File: config.mk
export PLATFORM = sky130hd
export DESIGN_NAME = watchdog_and_reset_sources
export DESIGN_NICKNAME = d
export VERILOG_FILES = /design/src/include/rst_guard_pkg.sv /design/src/core/watchdog_and_reset_sources.sv
export SDC_FILE = /design/constraint.sdc
export NUM_CORES = 1
export LEC_CHECK = 0
export BUFFER_PORTS_ARGS = -buffer_cell sky130_fd_sc_hd__buf_2
export CAP_MARGIN = 15
export CORE_MARGIN = 3
export CORE_UTILIZATION = 46
export DETAILED_ROUTE_END_ITERATION = 16
export GPL_ROUTABILITY_DRIVEN = 0
export SYNTH_ARGS = -nofsm -noshare
export SYNTH_HDL_FRONTEND = slang
export SYNTH_SLANG_ARGS = --single-unit
File: constraint.sdc
create_clock -name i_ref_clk -period 4.3 [get_ports i_ref_clk]
set_input_delay 0.215 -clock i_ref_clk [delete_from_list [all_inputs] [get_ports i_ref_clk]]
set_output_delay 0.215 -clock i_ref_clk [all_outputs]
set_load 0.02 [all_outputs]
File: src/include/rst_guard_pkg.sv
// Purpose: constants of the reset-source and timeout guard block
// Assumes: 100 MHz reference clock, 8-bit register port
// Notes: cause flags and selects share bit positions but differ on read and write
package rst_guard_pkg;
	localparam logic [7:0] ADDR_CAUSE = 8'hEF;
	localparam logic [7:0] ADDR_GUARD = 8'hFF;
	localparam logic [7:0] CODE_RESTART = 8'hA5;
	localparam logic [7:0] CODE_DIS_FIRST = 8'hDE;
	localparam logic [7:0] CODE_DIS_SECOND = 8'hAD;
	localparam logic [7:0] CODE_LOCK = 8'hFF;
	localparam int BIT_DEBUG = 7;
	localparam int BIT_CONV = 6;
	localparam int BIT_COMP = 5;
	localparam int BIT_SOFT = 4;
	localparam int BIT_GUARD = 3;
	localparam int BIT_CLK = 2;
	localparam int BIT_POR = 1;
	localparam int BIT_PIN = 0;
	localparam int BIT_INTERVAL_WR = 7;
	localparam int BIT_GUARD_ACTIVE = 4;
	localparam logic [2:0] INTERVAL_RST = 3'h7;
	localparam logic [2:0] DIS_WINDOW = 3'h4;
	localparam int GUARD_W = 21;
	localparam int HOLD_W = 24;
	localparam int CLK_PERIOD_NS = 10;
	localparam int CLOCK_LOSS_TIMEOUT_US = 100;
	localparam int SUPPLY_TIMEOUT_MS = 100;
	localparam int POR_HOLD_DEFAULT = SUPPLY_TIMEOUT_MS * 1000000 / CLK_PERIOD_NS;
	localparam logic [HOLD_W-1:0] RELEASE_CYCLES = 24'h00000C;
	localparam logic [7:0] RDATA_RST = 8'h00;
	typedef enum logic [2:0] {
		CAUSE_POR,
		CAUSE_PIN,
		CAUSE_CLK,
		CAUSE_COMP,
		CAUSE_CONV,
		CAUSE_GUARD,
		CAUSE_SOFT
	} cause_t;
endpackage : rst_guard_pkg

File: src/core/watchdog_and_reset_sources.sv
// Purpose: reset sequencer, reset-cause register and timeout guard
// Assumes: all inputs synchronous to i_ref_clk; clock-loss one-shot is analog
// Notes: comparator and clock-loss resets reach o_sys_rst_n without a clock edge
`timescale 1ns/1ps
`default_nettype none
module watchdog_and_reset_sources
	import rst_guard_pkg::*;
#(
	parameter int unsigned POR_HOLD_CYCLES = POR_HOLD_DEFAULT
)
(
	input wire logic i_ref_clk,
	input wire logic i_arst_n,
	input wire logic [7:0] i_addr,
	input wire logic [7:0] i_wdata,
	input wire logic i_wr,
	input wire logic i_rd,
	output logic [7:0] o_rdata,
	input wire logic i_supply_ok,
	input wire logic i_pin_rst_n,
	input wire logic i_clock_loss_enable,
	input wire logic i_clock_lost,
	input wire logic i_comp_lt,
	input wire logic i_convert_start_input_n,
	input wire logic i_debug_port_reset,
	output logic o_sys_rst_n,
	output logic o_rst_pin_o,
	output logic o_rst_pin_oe
);

	logic in_reset_q;
	cause_t cause_q;
	logic [HOLD_W-1:0] hold_q;
	logic [6:0] flag_q;
	logic conv_sel_q;
	logic comp_sel_q;
	logic guard_en_q;
	logic lock_q;
	logic [2:0] interval_q;
	logic [GUARD_W-1:0] count_q;
	logic [2:0] arm_q;
	logic [7:0] rdata_q;

	logic wr_cause;
	logic wr_guard;
	logic src_supply;
	logic src_pin;
	logic src_clk;
	logic src_comp;
	logic src_conv;
	logic src_guard;
	logic src_soft;
	logic src_power_on_flag;
	logic pin_drive;
	logic any_src;
	logic level_hold;
	logic exit_now;
	cause_t entry_cause;
	logic [GUARD_W-1:0] last_tick;

	// timeout is 4^(3+n) = 2^(6+2n); n = 7 gives 2^20, still inside 21 bits
	function automatic logic [GUARD_W-1:0] guard_last(input logic [2:0] iv);
		logic [4:0] sh;
		sh = 5'h6 + {1'b0, iv, 1'b0};
		guard_last = (GUARD_W'(1) << sh) - GUARD_W'(1);
	endfunction : guard_last

	function automatic logic [HOLD_W-1:0] hold_for(input cause_t c);
		hold_for = (c == CAUSE_POR) ? HOLD_W'(POR_HOLD_CYCLES) : RELEASE_CYCLES;
	endfunction : hold_for

	// firmware is halted in reset, so writes landing then are dropped
	assign wr_cause = i_wr && (i_addr == ADDR_CAUSE) && !in_reset_q;
	assign wr_guard = i_wr && (i_addr == ADDR_GUARD) && !in_reset_q;
	assign last_tick = guard_last(interval_q);

	assign src_supply = !i_supply_ok;
	// the pin reads back our own low drive; that must not count as an external reset
	assign pin_drive = in_reset_q && (cause_q == CAUSE_POR);
	assign src_pin = !i_pin_rst_n && !pin_drive;
	assign src_clk = i_clock_loss_enable && i_clock_lost;
	assign src_comp = comp_sel_q && i_comp_lt;
	assign src_conv = conv_sel_q && !i_convert_start_input_n;
	assign src_guard = guard_en_q && (count_q == last_tick);
	assign src_soft = wr_cause && i_wdata[BIT_SOFT];
	assign src_power_on_flag = wr_cause && i_wdata[BIT_POR];
	assign any_src = src_supply || src_pin || src_clk || src_comp || src_conv
		|| src_guard || src_soft || src_power_on_flag;

	always_comb
	begin
		if (src_supply || src_power_on_flag)
			entry_cause = CAUSE_POR;
		else if (src_pin)
			entry_cause = CAUSE_PIN;
		else if (src_clk)
			entry_cause = CAUSE_CLK;
		else if (src_comp)
			entry_cause = CAUSE_COMP;
		else if (src_conv)
			entry_cause = CAUSE_CONV;
		else if (src_guard)
			entry_cause = CAUSE_GUARD;
		else
			entry_cause = CAUSE_SOFT;
	end

	// level sources keep the device in reset for as long as they stay asserted
	assign level_hold = src_pin || src_clk
		|| ((cause_q == CAUSE_COMP) && i_comp_lt)
		|| ((cause_q == CAUSE_CONV) && !i_convert_start_input_n);
	assign exit_now = in_reset_q && !src_supply && !level_hold && (hold_q == '0);

	always_ff @(posedge i_ref_clk or negedge i_arst_n)
	begin
		if (!i_arst_n)
		begin
			in_reset_q <= 1'b1;
			cause_q <= CAUSE_POR;
			hold_q <= HOLD_W'(POR_HOLD_CYCLES);
		end
		else if (!in_reset_q)
		begin
			if (any_src)
			begin
				in_reset_q <= 1'b1;
				cause_q <= entry_cause;
				hold_q <= hold_for(entry_cause);
			end
		end
		else if (src_supply)
		begin
			cause_q <= CAUSE_POR;
			hold_q <= HOLD_W'(POR_HOLD_CYCLES);
		end
		else if (level_hold)
			hold_q <= hold_for(cause_q);
		else if (hold_q != '0)
			hold_q <= hold_q - HOLD_W'(1);
		else
			in_reset_q <= 1'b0;
	end

	// one flag per cause, written as the device leaves reset
	always_ff @(posedge i_ref_clk or negedge i_arst_n)
	begin
		if (!i_arst_n)
			flag_q <= '0;
		else if (exit_now)
		begin
			flag_q <= '0;
			flag_q[BIT_POR] <= (cause_q == CAUSE_POR);
			flag_q[BIT_PIN] <= (cause_q == CAUSE_PIN);
			flag_q[BIT_CLK] <= (cause_q == CAUSE_CLK);
			flag_q[BIT_COMP] <= (cause_q == CAUSE_COMP);
			flag_q[BIT_CONV] <= (cause_q == CAUSE_CONV);
			flag_q[BIT_GUARD] <= (cause_q == CAUSE_GUARD);
			flag_q[BIT_SOFT] <= (cause_q == CAUSE_SOFT);
		end
	end

	always_ff @(posedge i_ref_clk or negedge i_arst_n)
	begin
		if (!i_arst_n)
		begin
			conv_sel_q <= 1'b0;
			comp_sel_q <= 1'b0;
		end
		else if (in_reset_q || any_src)
		begin
			conv_sel_q <= 1'b0;
			comp_sel_q <= 1'b0;
		end
		else if (wr_cause)
		begin
			conv_sel_q <= i_wdata[BIT_CONV];
			comp_sel_q <= i_wdata[BIT_COMP];
		end
	end

	always_ff @(posedge i_ref_clk or negedge i_arst_n)
	begin
		if (!i_arst_n)
		begin
			guard_en_q <= 1'b1;
			lock_q <= 1'b0;
			interval_q <= INTERVAL_RST;
			count_q <= '0;
			arm_q <= '0;
		end
		else if (in_reset_q)
		begin
			guard_en_q <= 1'b1;
			lock_q <= 1'b0;
			interval_q <= INTERVAL_RST;
			count_q <= '0;
			arm_q <= '0;
		end
		else
		begin
			if (guard_en_q)
				count_q <= count_q + GUARD_W'(1);
			if (arm_q != '0)
				arm_q <= arm_q - 3'h1;
			if (wr_guard)
			begin
				if (!i_wdata[BIT_INTERVAL_WR])
					interval_q <= i_wdata[2:0];
				unique case (i_wdata)
					CODE_RESTART:
					begin
						guard_en_q <= 1'b1;
						count_q <= '0;
					end
					CODE_DIS_FIRST:
						arm_q <= DIS_WINDOW;
					CODE_DIS_SECOND:
					begin
						// lockout wins; an unarmed second code is ignored
						if (arm_q != '0 && !lock_q)
							guard_en_q <= 1'b0;
						arm_q <= '0;
					end
					CODE_LOCK:
						lock_q <= 1'b1;
					default:
						arm_q <= '0;
				endcase
			end
		end
	end

	always_ff @(posedge i_ref_clk or negedge i_arst_n)
	begin
		if (!i_arst_n)
			rdata_q <= RDATA_RST;
		else if (i_rd && i_addr == ADDR_CAUSE)
			rdata_q <= {i_debug_port_reset, flag_q};
		else if (i_rd && i_addr == ADDR_GUARD)
		begin
			rdata_q <= RDATA_RST;
			rdata_q[BIT_GUARD_ACTIVE] <= guard_en_q;
			rdata_q[2:0] <= interval_q;
		end
		else
			rdata_q <= RDATA_RST;
	end

	assign o_rdata = rdata_q;
	// comparator and clock-loss paths bypass the flops so they act with no clock
	assign o_sys_rst_n = !(in_reset_q || src_comp || src_clk);
	assign o_rst_pin_o = 1'b0;
	assign o_rst_pin_oe = pin_drive;

	a_restart_clears: assert property (@(posedge i_ref_clk) disable iff (!i_arst_n)
		wr_guard && i_wdata == CODE_RESTART && !any_src |=> guard_en_q && count_q == '0)
		else $error("restart code did not enable and clear the guard");

	a_disable_pair: assert property (@(posedge i_ref_clk) disable iff (!i_arst_n)
		wr_guard && i_wdata == CODE_DIS_FIRST && !lock_q && !any_src
		##1 wr_guard && i_wdata == CODE_DIS_SECOND && !any_src |=> !guard_en_q)
		else $error("disable pair inside window did not stop the guard");

	a_disable_late: assert property (@(posedge i_ref_clk) disable iff (!i_arst_n)
		guard_en_q && arm_q == 3'h0 && wr_guard && i_wdata == CODE_DIS_SECOND |=> guard_en_q)
		else $error("unarmed second disable code stopped the guard");

	a_lock_holds: assert property (@(posedge i_ref_clk) disable iff (!i_arst_n)
		lock_q && guard_en_q && !in_reset_q |=> guard_en_q || in_reset_q)
		else $error("guard was disabled after lockout");

	a_overflow_resets: assert property (@(posedge i_ref_clk) disable iff (!i_arst_n)
		!in_reset_q && guard_en_q && count_q == last_tick |=> in_reset_q)
		else $error("guard overflow did not enter reset");

	a_exit_guard_state: assert property (@(posedge i_ref_clk) disable iff (!i_arst_n)
		$fell(in_reset_q) |-> guard_en_q && interval_q == INTERVAL_RST && count_q == '0)
		else $error("guard not running with longest interval after reset");

	a_pin_untouched: assert property (@(posedge i_ref_clk) disable iff (!i_arst_n)
		in_reset_q && cause_q != CAUSE_POR |-> !o_rst_pin_oe)
		else $error("reset pin driven by an internal reset source");

	a_comp_reset_out: assert property (@(posedge i_ref_clk) disable iff (!i_arst_n)
		comp_sel_q && i_comp_lt |-> !o_sys_rst_n ##1 in_reset_q && cause_q == CAUSE_COMP
		|| cause_q == CAUSE_POR || cause_q == CAUSE_PIN || cause_q == CAUSE_CLK)
		else $error("comparator low did not reset the device");

	a_clock_flag: assert property (@(posedge i_ref_clk) disable iff (!i_arst_n)
		$fell(in_reset_q) |-> flag_q[BIT_CLK] == ($past(cause_q) == CAUSE_CLK))
		else $error("clock-loss flag does not match last reset cause");

	a_interval_write: assert property (@(posedge i_ref_clk) disable iff (!i_arst_n)
		wr_guard && !i_wdata[BIT_INTERVAL_WR] |=> interval_q == $past(i_wdata[2:0]))
		else $error("interval field not taken from write");

	a_interval_read: assert property (@(posedge i_ref_clk) disable iff (!i_arst_n)
		i_rd && i_addr == ADDR_GUARD |=> o_rdata[2:0] == $past(interval_q))
		else $error("guard control read lost the interval");

endmodule : watchdog_and_reset_sources
`default_nettype wire

# --- After elaboration in Yosys (flattened, before gate mapping) ---
# Cells that the tools add are included.
totals:
  reg_bits: 74
  in_bits: 27
  elab_cells: 138
  out_inout_bits: 11
classes:
  muxes: 45
  n_addsub: 5
  eq_ne: 17
  shifts: 1
  n_reduce_logical: 58
ops:
  columns: ["operator", "n"]
  rows:
  - ["24-bit 2-to-1 mux", 7]
  - ["21-bit 2-to-1 mux", 4]
  - ["8-bit == test (second input constant)", 6]
  - ["3-bit 2-to-1 mux", 13]
  - ["24-bit logical NOT", 1]
  - ["24-bit nonzero test", 1]
  - ["24-bit by 1-bit subtractor with 24-bit output (second input constant)", 1]
  - ["21-bit by 1-bit adder with 21-bit output (second input constant)", 1]
  - ["21-bit == test", 1]
  - ["1-bit by 5-bit << shifter with 21-bit output (first input constant)", 1]
  - ["21-bit by 2-bit subtractor with 21-bit output (second input constant)", 1]
  - ["1-bit logical AND", 20]
  - ["1-bit 2-to-1 mux", 15]
  - ["1-bit logical OR", 14]
  - ["3-bit == test (second input constant)", 3]
  - ["1-bit logical NOT", 8]
  - ["8-bit 2-to-1 mux", 1]
  - ["2-bit AND reduction", 4]
  - ["2-bit nonzero test", 4]
  - ["3-bit by 2-bit == test with 1-bit output (second input constant)", 2]
  - ["3-bit logical NOT", 2]
  - ["3-bit case mux with 2 select lines", 1]
  - ["3-bit nonzero test", 2]
  - ["3-bit by 4-bit adder with 5-bit output (first input constant)", 1]
  - ["11 further kinds", 12]

# --- Depth between registers and ports, before layout ---
# Gate-level depths: netlist of run 1.
depth:
  depth_word: 15
  mapped_depth: 10
  mapped_depth_nobuf: 9

# --- Worst setup path before layout of run 1 ---
# No wires, ideal clock.
synth_timing:
  path_type: "register to register"
  start: "register interval_q[0]"
  end: "register hold_q[4]"
  n_path_buf: 3
  setup_time_ns: 0.133
  arrival_time_ns: 2.078
  period_less_slack_ns: 2.211
  path_stages_with_launch: 11
  setup_slack_ns: 2.089
  required_ns: 4.167
  cell_sequence: "dfstp_2 -> clkbuf_1 -> o21ai_0 -> or2_2 -> a21oi_1 -> o2111ai_2 -> and3_4 -> buf_6 -> buf_8 -> o21ai_1 -> o31ai_1"
synth_via:
  elab_chain_len: 10
synth_rtl:
  columns: ["item", "line", "text"]
  rows:
  - ["from (decl)", "watchdog_and_reset_sources.sv:39", "logic [2:0] interval_q;"]
  - ["from (signal assigned)", "watchdog_and_reset_sources.sv:208", "interval_q <= i_wdata[2:0];"]
  - ["3-bit by 4-bit adder with 5-bit output", "watchdog_and_reset_sources.sv:64", "sh = 5'h6 + {1'b0, iv, 1'b0};"]
  - ["1-bit by 5-bit << shifter with 21-bit output", "watchdog_and_reset_sources.sv:65", "guard_last = (GUARD_W'(1) << sh) - GUARD_W'(1);"]
  - ["21-bit by 2-bit subtractor with 21-bit output", "watchdog_and_reset_sources.sv:65", null]
  - ["21-bit == test", "watchdog_and_reset_sources.sv:84", "assign src_guard = guard_en_q && (count_q == last_tick);"]
  - ["1-bit logical AND", "watchdog_and_reset_sources.sv:84", null]
  - ["1-bit logical OR (3 in a row)", "watchdog_and_reset_sources.sv:88", "|| src_guard || src_soft || src_power_on_flag;"]
  - ["2-bit nonzero test (no line)", null, null]
  - ["2-bit AND reduction (no line)", null, null]
  - ["to (signal assigned)", "watchdog_and_reset_sources.sv:120", "hold_q <= HOLD_W'(POR_HOLD_CYCLES);"]
  - ["to (signal assigned)", "watchdog_and_reset_sources.sv:128", "hold_q <= hold_for(entry_cause);"]
  - ["to (signal assigned)", "watchdog_and_reset_sources.sv:134", "hold_q <= HOLD_W'(POR_HOLD_CYCLES);"]
  - ["to (decl)", "watchdog_and_reset_sources.sv:33", "logic [HOLD_W-1:0] hold_q;"]
# No other way between the ends.
# A chain may end at the register's enable or synchronous reset.

# --- Final worst setup path of run 1 ---
layout_timing:
  start: "register cause_q[2]"
  end: "register hold_q[13]"
layout_via:
  elab_chain_len: 13
  elab_cells_between_ends: 24
  classes_between: "eq/ne (3); mux (3); reduce/logical (18)"
layout_rtl:
  columns: ["item", "line", "text"]
  rows:
  - ["from (decl)", "watchdog_and_reset_sources.sv:32", "cause_t cause_q;"]
  - ["from (signal assigned)", "watchdog_and_reset_sources.sv:127", "cause_q <= entry_cause;"]
  - ["3-bit logical NOT", "watchdog_and_reset_sources.sv:79", "assign pin_drive = in_reset_q && (cause_q == CAUSE_POR);"]
  - ["1-bit logical AND", "watchdog_and_reset_sources.sv:79", null]
  - ["1-bit logical NOT", "watchdog_and_reset_sources.sv:80", "assign src_pin = !i_pin_rst_n && !pin_drive;"]
  - ["1-bit logical AND", "watchdog_and_reset_sources.sv:80", null]
  - ["1-bit logical OR (4 in a row)", "watchdog_and_reset_sources.sv:87", "assign any_src = src_supply || src_pin || src_clk || src_comp || src_conv"]
  - ["1-bit logical OR (3 in a row)", "watchdog_and_reset_sources.sv:88", null]
  - ["2-bit nonzero test (no line)", null, null]
  - ["2-bit AND reduction (no line)", null, null]
# Several ways; a longest one is shown, not always the timed one.

==> summary.txt, run 1 <==
Drt
  • Final ANT Viol Nets: 0
  • DRC errors left: 0
  • Vias: 3,406
  • DR vias/cell: 5.83
  • WL final: 9440 um
  • Drt pass-1 iters: 4
  • Initial drt markers: 167
  • Routed wire per std cell: 16.2 um

Clocking
  • Clock Latency Late Sink: 0.34 ns
  • Clock root buffer: clkbuf_8
  • Post-CTS sizing: 0
  • Clock transition at path regs: 0.08 ns
  • Clk buf depth: 2
  • Post-CTS setup buffer count: 0
  • TritonCTS Buffers: 9
  • Clk sink count: 74
  • H-tree depth: 3
  • CTS Hold Bufs: 0
  • CTS tree: yes

Die
  • # rows: 33
  • Area of the core: 0.00846 mm^2
  • Die height: 101 um
  • DIE AREA: 0.0101 mm^2
  • Initial Util: 0.486
  • Ports: 38
  • Die W: 101 um

GRT
  • Largest net degree at the start of global routing: 75
  • Vias in the first global route: 3,091
  • First-pass GRT wire length: 15,700 um
  • Initial antenna violation count: 0
  • GRT Overall Usage: 0.194
  • GRT met2 Usage: 0.291
  • Gr busiest metal: met2
  • Met3 usage: 0.0277
  • GRT met1 Usage: 0.290
  • GRT overflow: 0

Synthesis
  • Post-synth EDFFs: 0
  • Synthesized flop and latch total: 74
  • Asr flop ratio synth: 1.00
  • Register area share after synthesis: 0.454
  • Syn Inst Count: 447
  • Synth cell types: 64
  • Ys Warns: 0
  • Avg Inst Size Synth: 9.20 um^2
  • Cell area after synthesis: 0.00411 mm^2
  • Syn_nets: 479
  • Top FF cell, synth: dfrtp_1

Power
  • VDD IR max: 0.181 mV
  • Flop pwr share: 0.520
  • Internal Power: 1.06 mW
  • Comb power frac: 0.088
  • Switching power total: 0.367 mW
  • Leak pwr: 1.94 nW
  • Sw Ratio: 0.257
  • Clock share of power: 0.392
  • Power density over the cells: 316 mW/mm^2

Placement
  • DP Worst Slack: 1.56 ns
  • Dpl cell area: 0.00433 mm^2
  • Inst Count DP: 568
  • Estimated wirelength of the detail-placed design: 6530 um
  • Port bufs: 36

STA
  • Final setup fails: 0
  • Slew Viols, Final: 0
  • Relative slew slack: 0.380
  • Layout Skew: 0.00577 ns
  • Final Hold Vio Count: 0
  • Setup TNS: 0 ns
  • RSZ-0062 raised after global routing: false
  • Setup ws final: 1.51 ns
  • Pin slew with the least headroom to its limit: 0.930 ns
  • Min cycle time layout: 2.79 ns
  • Fmax: 358 MHz
  • Crit share post-route: 0.649

Critical path
  • Critical Path AT: 3.06 ns
  • Worst-path fanout max: 15
  • Startpoint types: flip-flop
  • Reg2reg setup slack: 1.51 ns
  • Kind of critical path: flip-flop to flip-flop
  • Worst Setup End Kind: flip-flop
  • WP data required: 4.57 ns

Layout
  • Area delta synth->final: 10.2%
  • Most frequent cells in the layout: dfrtp_1, nor2_1, nand2_1
  • Commonest non-fill, non-tap cell in the layout: dfrtp_1
  • Nets: 506
  • Layout Cells excl Fill: 584
  • Final instance area: 0.00453 mm^2
  • Finished Core Util: 0.535
  • N_diodes: 0
  • Layout cells sized above 1: 0.186

Min path
  • Tightest Hold Check Type: primary input to async pin

Flow run
  • # Max-Cap Violations: 0

Status
  • Status: finished clean
## layer usage
metal	vias up	wire, um	share of wire
met3	11	472	0.050
li1	1662	-	-
met2	96	4220	0.45
met1	1637	4630	0.49
met5	-	0	0
met4	0	113	0.012
## area by class of cell
class                           instances  area (um^2)
Timing Repair Buffer                   38          198
Inverter                               14         52.6
Tap cell                              105          131
Multi-Input combinational cell        337         2080
Clock inverter                          5         52.6
Fill cell                             778         3940
Clock buffer                           11          151
Sequential cell                        74         1870
## power groups by stage
stage	combinational, mW	clock (mW)	sequential [mW]
after floorplan	0.0775	0	0.750
after global placement	0.124	0	0.756
after detailed placement	0.125	0	0.756
after CTS	0.125	0.577	0.743
after global routing	0.142	0.612	0.747
final	0.125	0.561	0.744
## worst max-delay path: stages, from the launching register on
cell and delay [ns]:
dfrtp_1 0.48, nor3_2 0.33, a21oi_1 0.21, nor2_1 0.15, buf_4 0.21, nand3_1 0.47
a21oi_1 0.56, a31oi_1 0.15, a21oi_1 0.15
## through the flow
step | hold WS [ns] | power, mW
after floorplan | -0.0806 | 0.827
after global placement | 0.420 | 0.880
after detailed placement | 0.417 | 0.880
after CTS | 0.0432 | 1.44
after global routing | 0.0682 | 1.50
final | 0.00403 | 1.43
## Yosys cell counts (3+ instances only)
cell type | number | area share
o41ai_1 | 3 | 0.0064
a22o_1 | 4 | 0.0085
nor3_1 | 14 | 0.017
o21ai_0 | 15 | 0.018
and3_1 | 8 | 0.012
nor2b_1 | 3 | 0.0046
and2_1 | 11 | 0.017
buf_2 | 8 | 0.0097
dfstp_2 | 13 | 0.083
o31ai_1 | 7 | 0.013
a31oi_1 | 20 | 0.030
a21oi_1 | 20 | 0.024
nand3_1 | 14 | 0.017
o21ai_1 | 16 | 0.019
ha_1 | 5 | 0.015
dfrtp_1 | 61 | 0.37
o21bai_1 | 4 | 0.0073
nor4_1 | 4 | 0.0061
clkbuf_1 | 11 | 0.010
xnor2_1 | 7 | 0.015
nor2_1 | 60 | 0.055
inv_1 | 14 | 0.013
or4_1 | 3 | 0.0055
nand4_1 | 10 | 0.015
xor2_1 | 14 | 0.030
nand2_1 | 41 | 0.037
mux2i_1 | 8 | 0.019
## registers in the layout, indices dropped and copies added, names as in the netlist
name,flops
arm_q,3
cause_q,3
comp_sel_q,1
conv_sel_q,1
count_q,21
flag_q,7
guard_en_q,1
hold_q,24
in_reset_q,1
interval_q,3
lock_q,1
o_rdata,8
## kinds of logic (layout without fill, tap and decap cells)
kind of cell	after synthesis	after routing	share of synthesized area
flip-flops	74	74	0.454
other	1	1	0.000912
AND/OR/NAND/NOR	192	192	0.244
XOR/XNOR	21	21	0.0447
adder cells (fa/ha/maj)	5	5	0.0152
AO/OA/AOI/OAI	108	108	0.175
multiplexers	10	10	0.0250
buffers and inverters	36	68	0.0408
## path summary, 6_finish.rpt
path / from / cells past startpoint / endpoint
setup reg to reg: cause_q[2]$_DFFE_PN0P_ / 8 / hold_q[13]$_DFFE_PN0P_
hold / removal: i_arst_n / 1 / o_rdata[5]$_DFF_PN0_
max in group asynchronous: i_arst_n / 1 / hold_q[4]$_DFFE_PN0P_
hold reg to reg: flag_q[6]$_DFFE_PN0P_ / 2 / flag_q[6]$_DFFE_PN0P_
min in group i_ref_clk: i_debug_port_reset / 2 / o_rdata[7]$_DFF_PN0_
setup / recovery: cause_q[2]$_DFFE_PN0P_ / 8 / hold_q[13]$_DFFE_PN0P_
No activity file was read; power rests on OpenSTA's default activity.
==> run 2, diff against run 1 <==
==> constraint.sdc (replaced) <==
create_clock -name i_ref_clk -period 2.85 [get_ports i_ref_clk]
set_input_delay 0.1425 -clock i_ref_clk [delete_from_list [all_inputs] [get_ports i_ref_clk]]
set_output_delay 0.1425 -clock i_ref_clk [all_outputs]
set_load 0.02 [all_outputs]
==> run 2 against run 1 <==
  * Register-to-register slack got worse by 1.1 ns
  * Count of clock-buffer cells in the layout fell by 1
  * Clock power rose by 66%
  * Maximum frequency rose by 15%
==> summary.txt, run 2 (synthesized netlist as in run 1, its figures left out) <==
Critical path
  • Startpoint types: flip-flop
  • RR Startpoint: cause_q[2]$_DFFE_PN0P_
  • Slowest cell on crit path: a21oi_1
  • Worst Setup End Kind: flip-flop
  • Top Family by Delay on Critical Path: compound AO/OA/AOI/OAI gates
  • Buf/Inv on CP: 0
  • Crit path launch: cause_q[2]$_DFFE_PN0P_
  • Kind of critical path: flip-flop to flip-flop
  • Most frequent CP cell: a21oi_1
  • Critical Path Max Stage Delay: 0.51 ns
  • CP Cell Sequence: nor3_2 > a21oi_1 > nor2_1 > nand3_1 > a21oi_1 > a31oi_1 > a21oi_1
  • Critical Path AT: 2.70 ns
  • WP data required: 3.12 ns
  • Worst-path fanout max: 10

Placement
  • Port bufs: 36
  • DP Worst Slack: 0.443 ns
  • Estimated wirelength of the detail-placed design: 6760 um
  • Dpl cell area: 0.00436 mm^2

Clocking
  • Clock transition at path regs: 0.09 ns
  • Clock Latency Late Sink: 0.35 ns
  • H-tree depth: 3
  • CTS tree: yes
  • TritonCTS Buffers: 9
  • Clock root buffer: clkbuf_8
  • Post-CTS sizing: 0
  • Clk sink count: 74
  • Post-CTS setup buffer count: 0
  • Clk buf depth: 2

STA
  • Min cycle time layout: 2.43 ns
  • Slew Viols, Final: 0
  • Relative slew slack: 0.356
  • Layout Skew: 0.0119 ns
  • Fmax: 411 MHz
  • Pin slew with the least headroom to its limit: 0.966 ns
  • Final setup fails: 0
  • Hold WS: 0.0767 ns
  • Crit share post-route: 0.854
  • Final Hold Vio Count: 0
  • Setup TNS: 0 ns
  • RSZ-0062 raised after global routing: false
  • Setup ws final: 0.417 ns

Min path
  • Tightest Hold Check Type: primary input to flip-flop
  • Hold_sp: i_pin_rst_n

Layout
  • Area delta synth->final: 12.1%
  • Commonest non-fill, non-tap cell in the layout: dfrtp_1
  • Nets: 513
  • Max FFs per register: 24
  • Layout cells sized above 1: 0.193
  • Final instance area: 0.00461 mm^2
  • Reg with most FFs: hold_q
  • N_diodes: 0
  • Most frequent cells in the layout: dfrtp_1, nor2_1, nand2_1

Power
  • VDD IR max: 0.243 mV
  • Leak pwr: 1.97 nW
  • Power density over the cells: 488 mW/mm^2
  • Total Power: 2.25 mW

GRT
  • Largest net degree at the start of global routing: 75
  • Vias in the first global route: 3,351
  • GRT met1 Usage: 0.295
  • GRT overflow: 0
  • GRT Overall Usage: 0.204
  • Initial antenna violation count: 0
  • GRT met2 Usage: 0.308
  • Met3 usage: 0.0353
  • Gr busiest metal: met2
  • First-pass GRT wire length: 16,400 um

Die
  • Area of the core: 0.00846 mm^2
  • Initial Util: 0.486
  • # rows: 33
  • DIE AREA: 0.0101 mm^2
  • Ports: 38
  • Die W: 101 um
  • Die height: 101 um

Drt
  • Drt pass-1 iters: 5
  • DRC errors left: 0
  • Routed wire per std cell: 16.4 um
  • DR vias/cell: 5.95
  • Vias: 3,514
  • Initial drt markers: 207
  • Final ANT Viol Nets: 0
  • WL final: 9670 um

Status
  • Status: finished clean

Flow run
  • # Max-Cap Violations: 0
## run 2: layout make-up
class | count | area [um^2]
Clock buffer | 10 | 138
Clock inverter | 6 | 88.8
Fill cell | 785 | 3850
Inverter | 14 | 52.6
Multi-Input combinational cell | 337 | 2080
Sequential cell | 74 | 1870
Tap cell | 105 | 131
Timing Repair Buffer | 45 | 255
## run 2: layer usage
layer,part of all wire,wire [um]
met5,0,0
met4,0.016,157
met3,0.052,507
met2,0.45,4330
met1,0.48,4670
## run 2: worst paths after layout
check                      slack, ns                endpoint  cells after the start
max                             0.42  hold_q[13]$_DFFE_PN0P_                      7
min                             0.08  cause_q[2]$_DFFE_PN0P_                      2
max reg2reg                     0.42  hold_q[13]$_DFFE_PN0P_                      7
min reg2reg                     0.47   flag_q[6]$_DFFE_PN0P_                      2
max in group asynchronous       1.73   hold_q[3]$_DFFE_PN0P_                      2
min in group asynchronous       0.47   flag_q[6]$_DFFE_PN0P_                      2
## run 2: worst reg2reg max path: stages (launching register included)
cell	delay [ns]
dfrtp_1	0.50
nor3_2	0.36
a21oi_1	0.21
nor2_1	0.18
nand3_1	0.30
a21oi_1	0.51
a31oi_1	0.15
a21oi_1	0.13
## run 2: per-stage QoR
step	util	instances
global placement	0.515	573
global route	0.545	591
CTS	0.545	591
floorplan	-	447
finish	0.545	591
detailed placement	0.515	573
## run 2: timing repair
| action | CTS | global route |
|---|---|---|
| hold buffers | 2 | 0 |
| setup endpoints to repair | 0 | 0 |
| endpoints found under the hold margin | 62 | 0 |
## run 2: report_power, final
part	total [mW]	switching [mW]	leakage [nW]	internal (mW)
clock	0.929	0.411	0.109	0.518
sequential	1.12	0.0372	0.982	1.09
combinational	0.198	0.123	0.880	0.0744
